<file path="config.mk">
export PLATFORM = sky130hd
export DESIGN_NAME = charge_voltage_limit_regs
export DESIGN_NICKNAME = d
export VERILOG_FILES = /design/src/rtl/charge_voltage_limit_pkg.sv /design/src/rtl/strap_sync.sv /design/src/rtl/charge_voltage_limit_regs.sv
export SDC_FILE = /design/constraint.sdc
export NUM_CORES = 1
export LEC_CHECK = 0
export ABC_AREA = 1
export BUFFER_PORTS_ARGS = -buffer_cell sky130_fd_sc_hd__buf_2
export CORE_ASPECT_RATIO = 1.1
export CORE_UTILIZATION = 25
export DETAILED_ROUTE_END_ITERATION = 8
export PLACE_DENSITY = 0.45
export SLEW_MARGIN = 10
export SYNTH_ARGS = -nofsm -noshare
export SYNTH_HDL_FRONTEND = slang
export SYNTH_SLANG_ARGS = --single-unit
</file>
<file path="constraint.sdc">
create_clock -name sys_clk -period 1.3 [get_ports sys_clk]
set_input_delay 0.26 -clock sys_clk [delete_from_list [all_inputs] [get_ports sys_clk]]
set_output_delay 0.26 -clock sys_clk [all_outputs]
set_load 0.005 [all_outputs]
</file>
<file path="src/rtl/charge_voltage_limit_pkg.sv">
// Package: register map, field layouts and strap-selected defaults of the setpoint registers
package charge_voltage_limit_pkg;

    // =========================================================
    // Register offsets (SMBus command codes)
    localparam logic [7:0] CHARGE_VOLTAGE_LIMIT_OFS = 8'h15;
    localparam logic [7:0] SYSTEM_VOLTAGE_FLOOR_OFS = 8'h3e;
    localparam logic [7:0] CHARGE_CURRENT_SETPOINT_OFS = 8'h14;

    // =========================================================
    // Field layouts
    localparam int CVL_LSB = 4;
    localparam int CVL_MSB = 14;
    localparam int SVF_LSB = 8;
    localparam int SVF_MSB = 13;
    localparam logic [15:0] CVL_RSVD_MASK = 16'h8000;
    localparam logic [15:0] SVF_RSVD_MASK = 16'hc000;
    localparam logic [15:0] CVL_FIELD_MASK = 16'h7ff0;
    localparam logic [15:0] SVF_FIELD_MASK = 16'h3f00;

    // =========================================================
    // Legal ranges as field codes: 1024 mV to 19200 mV at 16 mV, 1024 mV to 16128 mV at 256 mV
    localparam int CVL_STEP_MV = 16;
    localparam int SVF_STEP_MV = 256;
    localparam logic [10:0] CVL_CODE_MIN = 11'(1024 / CVL_STEP_MV);
    localparam logic [10:0] CVL_CODE_MAX = 11'(19200 / CVL_STEP_MV);
    localparam logic [5:0] SVF_CODE_MIN = 6'(1024 / SVF_STEP_MV);
    localparam logic [5:0] SVF_CODE_MAX = 6'(16128 / SVF_STEP_MV);

    // =========================================================
    // Reset values per cell count (index 0 = one cell)
    localparam logic [15:0] CVL_DEFAULT_1S = 16'h1060;
    localparam logic [15:0] CVL_DEFAULT_2S = 16'h20d0;
    localparam logic [15:0] CVL_DEFAULT_3S = 16'h3130;
    localparam logic [15:0] CVL_DEFAULT_4S = 16'h41a0;
    localparam logic [15:0] SVF_DEFAULT_1S = 16'h0e00;
    localparam logic [15:0] SVF_DEFAULT_2S = 16'h1800;
    localparam logic [15:0] SVF_DEFAULT_3S = 16'h2400;
    localparam logic [15:0] SVF_DEFAULT_4S = 16'h3000;
    localparam logic [15:0] ZERO_WORD = 16'h0000;
    // Edges after reset release before the synchronised strap is trusted
    localparam logic [1:0] STRAP_SETTLE_COUNT = 2'h2;

    typedef enum logic [1:0] {
        CELLS_1 = 2'b00,
        CELLS_2 = 2'b01,
        CELLS_3 = 2'b10,
        CELLS_4 = 2'b11
    } cell_count_t;

    // Host word command as the SMBus slave front end delivers it
    typedef struct packed {
        logic wrStb;
        logic rdStb;
        logic [7:0] cmd;
        logic [15:0] data;
    } word_cmd_t;

endpackage : charge_voltage_limit_pkg

</file>
<file path="src/rtl/strap_sync.sv">
// Two-flop synchroniser for the cell-count strap pin
`timescale 1ns/100ps
module strap_sync (
    input wire logic sys_clk,
    input wire logic rst,
    input wire logic [1:0] pinIn,
    output logic [1:0] pinSync
);
    logic [1:0] stage1Reg;

    always_ff @(posedge sys_clk or posedge rst) begin
        if (rst) begin
            stage1Reg <= 2'b00;
            pinSync <= 2'b00;
        end else begin
            stage1Reg <= pinIn;
            pinSync <= stage1Reg;
        end
    end
endmodule : strap_sync

</file>
<file path="src/rtl/charge_voltage_limit_regs.sv">
// Charge voltage limit and system voltage floor setpoint registers
`timescale 1ns/100ps
module charge_voltage_limit_regs
    import charge_voltage_limit_pkg::*;
(
    input wire logic sys_clk,
    input wire logic rst,
    input wire logic [1:0] cell_count_strap_pin,
    input charge_voltage_limit_pkg::word_cmd_t hostCmd,
    output logic [15:0] rdData,
    output logic rdValid,
    output logic wrInvalid,
    output logic [15:0] chargeVoltageLimit,
    output logic [15:0] systemVoltageFloor,
    output logic chargeCurrentClear
);
    import charge_voltage_limit_pkg::*;

    // =========================================================
    // Strap capture
    logic [1:0] strapSync;
    logic strapTakenReg;
    logic [1:0] cellsReg;

    strap_sync strapSyncInst (
        .sys_clk(sys_clk),
        .rst(rst),
        .pinIn(cell_count_strap_pin),
        .pinSync(strapSync)
    );

    // Strap is taken once after release, after the synchroniser has filled
    logic [1:0] settleReg;
    always_ff @(posedge sys_clk or posedge rst) begin
        if (rst) begin
            settleReg <= 2'b00;
            strapTakenReg <= 1'b0;
            cellsReg <= 2'b00;
        end else if (!strapTakenReg) begin
            settleReg <= settleReg + 2'b01;
            if (settleReg == STRAP_SETTLE_COUNT) begin
                strapTakenReg <= 1'b1;
                cellsReg <= strapSync;
            end
        end
    end

    // =========================================================
    // Strap-selected defaults
    wire [15:0] cvlDefault;
    wire [15:0] svfDefault;
    assign cvlDefault = (cellsReg == CELLS_1) ? CVL_DEFAULT_1S :
                        (cellsReg == CELLS_2) ? CVL_DEFAULT_2S :
                        (cellsReg == CELLS_3) ? CVL_DEFAULT_3S : CVL_DEFAULT_4S;
    assign svfDefault = (cellsReg == CELLS_1) ? SVF_DEFAULT_1S :
                        (cellsReg == CELLS_2) ? SVF_DEFAULT_2S :
                        (cellsReg == CELLS_3) ? SVF_DEFAULT_3S : SVF_DEFAULT_4S;

    // =========================================================
    // Write decode and validation
    wire hitCvl;
    wire hitSvf;
    wire [10:0] cvlCode;
    wire [5:0] svfCode;
    wire cvlRsvdBad;
    wire svfRsvdBad;
    wire cvlZero;
    wire cvlInRange;
    wire svfInRange;
    wire cvlLoad;
    wire cvlReload;
    wire svfLoad;

    // floor is reached only by a word write to its command
    assign hitCvl = hostCmd.wrStb && (hostCmd.cmd == CHARGE_VOLTAGE_LIMIT_OFS);
    assign hitSvf = hostCmd.wrStb && (hostCmd.cmd == SYSTEM_VOLTAGE_FLOOR_OFS);
    // field bits 14:4, low nibble ignored
    assign cvlCode = hostCmd.data[CVL_MSB:CVL_LSB];
    // field bits 13:8, low byte ignored
    assign svfCode = hostCmd.data[SVF_MSB:SVF_LSB];
    // reserved upper bits must be zero
    assign cvlRsvdBad = |(hostCmd.data & CVL_RSVD_MASK);
    assign svfRsvdBad = |(hostCmd.data & SVF_RSVD_MASK);
    // Zero means the whole encoded field; ignored low bits do not count
    assign cvlZero = (cvlCode == 11'h000);
    assign cvlInRange = (cvlCode >= CVL_CODE_MIN) && (cvlCode <= CVL_CODE_MAX);
    assign svfInRange = (svfCode >= SVF_CODE_MIN) && (svfCode <= SVF_CODE_MAX);
    assign cvlLoad = hitCvl && !cvlRsvdBad && cvlInRange;
    assign cvlReload = hitCvl && !cvlRsvdBad && cvlZero;
    assign svfLoad = hitSvf && !svfRsvdBad && svfInRange;

    // =========================================================
    // Registers
    logic [15:0] cvlReg;
    logic [15:0] svfReg;
    logic loadedReg;
    wire [15:0] cvlNext;
    wire [15:0] svfNext;

    // Until loadedReg is set, one edge after the strap is caught, the registers track the default each cycle
    assign cvlNext = (!loadedReg || cvlReload) ? cvlDefault :
                     cvlLoad ? (hostCmd.data & CVL_FIELD_MASK) : cvlReg;
    assign svfNext = !loadedReg ? svfDefault :
                     svfLoad ? (hostCmd.data & SVF_FIELD_MASK) : svfReg;

    always_ff @(posedge sys_clk or posedge rst) begin
        if (rst) begin
            cvlReg <= ZERO_WORD;
            svfReg <= ZERO_WORD;
            loadedReg <= 1'b0;
        end else begin
            cvlReg <= cvlNext;
            svfReg <= svfNext;
            loadedReg <= strapTakenReg;
        end
    end

    assign chargeVoltageLimit = cvlReg;
    assign systemVoltageFloor = svfReg;

    // =========================================================
    // Side effects and read-back
    wire [15:0] rdMux;
    // held value, reserved bits already zero
    assign rdMux = (hostCmd.cmd == CHARGE_VOLTAGE_LIMIT_OFS) ? cvlReg :
                   (hostCmd.cmd == SYSTEM_VOLTAGE_FLOOR_OFS) ? svfReg : ZERO_WORD;

    always_ff @(posedge sys_clk or posedge rst) begin
        if (rst) begin
            chargeCurrentClear <= 1'b0;
            wrInvalid <= 1'b0;
            rdData <= ZERO_WORD;
            rdValid <= 1'b0;
        end else begin
            chargeCurrentClear <= cvlReload;
            wrInvalid <= (hitCvl && !cvlLoad && !cvlReload) || (hitSvf && !svfLoad);
            rdValid <= hostCmd.rdStb;
            if (hostCmd.rdStb) begin
                rdData <= rdMux;
            end
        end
    end
endmodule : charge_voltage_limit_regs

</file>
# After elaboration in Yosys (flattened, before gate mapping)
# Index checks and enable logic that the tools add are counted.
# totals
input_bits	30
wordCells	63
regBits	61
out_inout_bits	51
# op_classes
n_eq_ne	6
addsub	1
n_lt_le_gt_ge	4
n_bitwise	1
n_mux	14
n_reduce_logical	25
# ops
operator	count
16-bit 2-to-1 mux	6
15-bit 2-to-1 mux	3
14-bit 2-to-1 mux	2
13-bit 2-to-1 mux	1
1-bit logical AND	12
11-bit by 7-bit greater-or-equal comparator with 1-bit output, second input constant	1
11-bit <= comparator, second input constant	1
11-bit logical NOT	1
8-bit by 5-bit equality test with 1-bit output, second input constant	1
8-bit by 6-bit equality test with 1-bit output, second input constant	1
6-bit by 3-bit greater-or-equal comparator with 1-bit output, second input constant	1
6-bit <= comparator, second input constant	1
1-bit logical NOT	6
2-bit equality test, second input constant	2
2-bit by 1-bit adder with 2-bit output, second input constant	1
2-bit by 1-bit equality test with 1-bit output, second input constant	1
2-bit logical NOT	1
1-bit logical OR	2
1-bit 2-to-1 mux	2
2-bit inequality test, second input constant	1
2-bit AND reduction	1
2-bit nonzero test	1
2-bit OR reduction	1
1-bit NOT	1

# Logic depth before layout (Yosys ltp)
# logic_depth
depth_word	8
depth_mapped	11
mapped_depth_nobuf	11

# Cells and area by module
# Synthesis repeated with hierarchy kept, for this count alone.
# unflattened
hier_cells	271
hier_area_um2	2280.9
# modules_own_cells
mod	area_per_inst_um2	seq_area_each_um2	cells_per_inst	instances
charge_voltage_limit_regs	2177.1	925.9	266	1
strap_sync	103.8	100.1	5	1

# Least setup slack after synthesis
# OpenSTA, ideal clock, no wires.
# synth_path
path_type	register -> register
startpoint	reg cellsReg[0]
endpoint	reg cvlReg[6] (netlist: chargeVoltageLimit[6])
synth_period_minus_slack_ns	1.233
stages_incl_launch_ff	9
slack_ns	0.067
required_time_ns	1.183
arrival_ns	1.116
setup_time_ns	0.117
path_buffers	0
path_cell_list	dfrtp_1 inv_1 ha_1 nor2_1 inv_1 nand2_1 nand2_1 nand2_1 nand2_1
# synth_between
elab_chain_len	4
# synth_rtl
item	line_no	source
from (decl)	charge_voltage_limit_regs.sv:23	logic [1:0] cellsReg;
from (signal assigned)	charge_voltage_limit_regs.sv:43	cellsReg <= strapSync;
2-bit by 1-bit equality test with 1-bit output	charge_voltage_limit_regs.sv:53	(cellsReg == CELLS_2) ? CVL_DEFAULT_2S :
15-bit 2-to-1 mux	charge_voltage_limit_regs.sv:53	
15-bit 2-to-1 mux *	charge_voltage_limit_regs.sv:52	assign cvlDefault = (cellsReg == CELLS_1) ? CVL_DEFAULT_1S :
16-bit 2-to-1 mux *	charge_voltage_limit_regs.sv:101	assign cvlNext = (!loadedReg || cvlReload) ? cvlDefault :
to (signal assigned)	charge_voltage_limit_regs.sv:112	cvlReg <= cvlNext;
to (decl)	charge_voltage_limit_regs.sv:94	logic [15:0] cvlReg;
# Every way passes the cells marked *; elsewhere a longest branch is shown, timed or not.
# A chain may end at the register's enable or synchronous reset.

# Worst setup path after layout
# layout_path
startpoint	reg cellsReg[0]
endpoint	reg svfReg[10] (netlist: systemVoltageFloor[10])
# layout_between
elab_chain_len	5
# layout_rtl
item	line_no	source
2-bit equality test	charge_voltage_limit_regs.sv:57	(cellsReg == CELLS_3) ? SVF_DEFAULT_3S : SVF_DEFAULT_4S;
13-bit 2-to-1 mux	charge_voltage_limit_regs.sv:57	
14-bit 2-to-1 mux	charge_voltage_limit_regs.sv:56	(cellsReg == CELLS_2) ? SVF_DEFAULT_2S :
14-bit 2-to-1 mux *	charge_voltage_limit_regs.sv:55	assign svfDefault = (cellsReg == CELLS_1) ? SVF_DEFAULT_1S :
16-bit 2-to-1 mux *	charge_voltage_limit_regs.sv:103	assign svfNext = !loadedReg ? svfDefault :
to (signal assigned)	charge_voltage_limit_regs.sv:113	svfReg <= svfNext;
to (decl)	charge_voltage_limit_regs.sv:95	logic [15:0] svfReg;
# Marks and branches as above.

==> qor.yml <==
run_status:
  outcome: "finished clean"
yosys:
  synthArstFlopShare_pct: 100
  synth_top_cell_by_area: "dfrtp_1"
  ys_ff_latch: 41
  netlist_instances: 283
  synthSimpleGateAreaFrac_pct: 31.5
  synthAdderAreaFrac_pct: 3.83
  yosysSeqAreaShare_pct: 44.9
  synthMuxAreaShare_pct: 0
  synth_top_family_by_area: "simple AND/OR/NAND/NOR gates"
  synth_cell_types: 30
  yosys_warnings: 0
  synth-main-ff-cell: "dfrtp_1"
  synth_top_area_share_pct: 44.9
  synth_edf_count: 0
  syn-cell-area_um2: 2280
  synth.area.top_cells: "dfrtp_1, nand2_1, buf_4, nor2_1, inv_1"
  synth_compound_area_share_pct: 7.17
  synthXorXnorAreaFrac_pct: 0.383
  syn_avg_cell_area_um2: 8.07
sta:
  fin_skew_ns: 0.00339
  min_period_ns: 1.21
  fin_crit_sh_pct: 92.7
  rsz0062_at_grt: "false"
  drv_slew: 0
  final.setup.worst_slack_ns: 0.0949
  setup_viol: 0
  max_freq_mhz: 830
  hold_viol: 0
  setup_tns_ns: 0
power:
  p_switching_mw: 0.697
  share_comb_of_total_power_pct: 14.0
  intPower_mw: 2.07
  power_mw: 2.76
  vdd_drop_max_mv: 0.357
  clock_power_share_pct: 36.5
  power_leakage_nw: 1.63
  cellPowerDensity_nw_per_um2: 906
  seqPwrFrac_pct: 49.5
  switching_share_pct: 25.2
drt:
  wirelength_um: 5530
  drc: 0
  drtAntennaViolNets: 0
  first_pass_iters: 4
  routed_via_density: 4.08
  vias: 2002
  drtIter0Drc: 55
  avgRoutedWirePerCell_um: 11.3
critical_path:
  reg2reg_depth: 6
  required_ns: 1.53
  crit_path_max_fanout: 3
  timing.rr.start: "cellsReg[0]"
  end_kind: "flip-flop"
  ff2ff_setup_slack_ns: 0.09
  startpoint_type: "flip-flop"
  path_class: "reg -> reg"
  cp-startpoint: "cellsReg[0]"
  reg2reg_to: "systemVoltageFloor[10]"
  worstPathArrival_ns: 1.43
job:
  cap_viol_max_count: 0
cells_and_area:
  final_cells: 491
  drive_gt1_share_pct: 35.3
  fillers: 966
  diodes: 0
  syn2layout_area_growth_pct: 33.5
  nNetsFinal: 414
  layout_commonest_cell: "nand2_1"
  final_util_pct: 34.4
  most-common-layout-cells: "nand2_1, buf_2, dfrtp_1"
floorplan:
  die_x_um: 93.2
  die_y_um: 102
  io_pins: 81
  coreArea_um2: 8870
  rows: 36
  die-area_um2: 9530
  start_util_pct: 25.7
global_route:
  grt_pass1_wl_um: 9230
  grt_max_degree: 42
  track_usage_pct: 12.6
  overflow: 0
  grt_pass1_vias: 1896
  antenna_found_initial: 0
cts:
  ctsHoldBuffers: 0
  root_buffer: "clkbuf_8"
  cts.reportedPaths.clkPinSlew_ns: 0.08
  cts_setup_buffers: 0
  cts_sinks: 41
  cts.path.max_buffers: 2
  post_cts_resized: 0
  cts_buffers: 5
  cts_tree: "built"
  clkLatencyLatePin_ns: 0.29
  htreeDepth: 2
placed_design:
  hpwl_um: 4440
  dpl_worst_slack_ns: -0.241
  port-buffer-count: 56
  globalplace.congestion: 0.747
  dp_cells: 484
worst_hold_path:
  hp-class: "in -> async"
-- synth_stat cells, types with 2 or more instances --
cell	n
nor2_1	27
nor2_2	6
nand2_4	2
nand4_1	3
nand3_4	2
a21oi_1	9
clkbuf_1	2
inv_2	4
buf_4	20
nor2_4	5
o21ai_0	14
dfrtp_1	41
o21ai_1	3
a31oi_1	3
nand2_2	5
nand3_1	17
ha_1	7
inv_1	25
nand2_1	77
-- registers in the layout, summed over array words and instances, names as in the netlist --
name,cells
systemVoltageFloor,6
chargeVoltageLimit,11
loadedReg,1
settleReg,2
rdData,11
strapTakenReg,1
strapSyncInst.pinSync,2
rdValid,1
cellsReg,2
wrInvalid,1
chargeCurrentClear,1
strapSyncInst.stage1Reg,2
-- final cells by class --
class | instances | area (um2) | area share (%)
multi-input cells | 208 | 1110 | 36.3
flip-flops and latches | 41 | 1030 | 33.6
repair buffers | 92 | 563 | 18.5
well taps | 114 | 143 | 4.68
inverters | 29 | 109 | 3.57
clock buffers | 5 | 68.8 | 2.26
clock inverters | 2 | 35.0 | 1.15
-- how the worst max path moves through the flow --
stage / end
global placement: chargeVoltageLimit[12]
global route: systemVoltageFloor[10]
CTS: chargeVoltageLimit[6]
finish: systemVoltageFloor[10]
floorplan: chargeVoltageLimit[6]
detailed placement: chargeVoltageLimit[12]
-- through the flow --
step	area, um2	hold WS, ns
after floorplan	2360	0.291
after global placement	2900	0.336
after detailed placement	2900	0.335
after CTS	3000	0.00902
after global routing	3050	0.0419
final	3050	0.00251
-- per-layer routing --
metal / track usage [%] / share of wire, % / wire length [um] / vias to the layer above
li1: - / - / - / 1037
met4: 3.55 / 1.1 / 61 / 0
met1: 16.5 / 46 / 2560 / 914
met3: 2.90 / 4.4 / 241 / 7
met5: 0 / 0 / 0 / -
met2: 20.8 / 48 / 2670 / 44
-- power by group through the flow --
stage | combinational [mW] | sequential [mW] | clock (mW)
floorplan | 0.207 | 1.39 | 0
global placement | 0.374 | 1.39 | 0
detailed placement | 0.376 | 1.39 | 0
CTS | 0.378 | 1.37 | 1.04
global route | 0.447 | 1.37 | 1.09
finish | 0.388 | 1.37 | 1.01
-- worst max-delay path, stage by stage, from the launching register on --
cell	delay, ns
dfrtp_1	0.41
inv_2	0.09
buf_4	0.14
ha_4	0.14
nor2_4	0.04
o21a_1	0.20
a21oi_2	0.13
-- kinds of logic (layout without fill, tap and decap cells) --
logic type | after synthesis | after routing
buffers and inverters | 53 | 128
adder cells (fa/ha/maj) | 7 | 7
AO/OA/AOI/OAI | 31 | 31
XOR/XNOR | 1 | 1
AND/OR/NAND/NOR | 149 | 149
flip-flops | 41 | 41
other | 1 | 20
No activity file was read; power rests on OpenSTA's default activity.
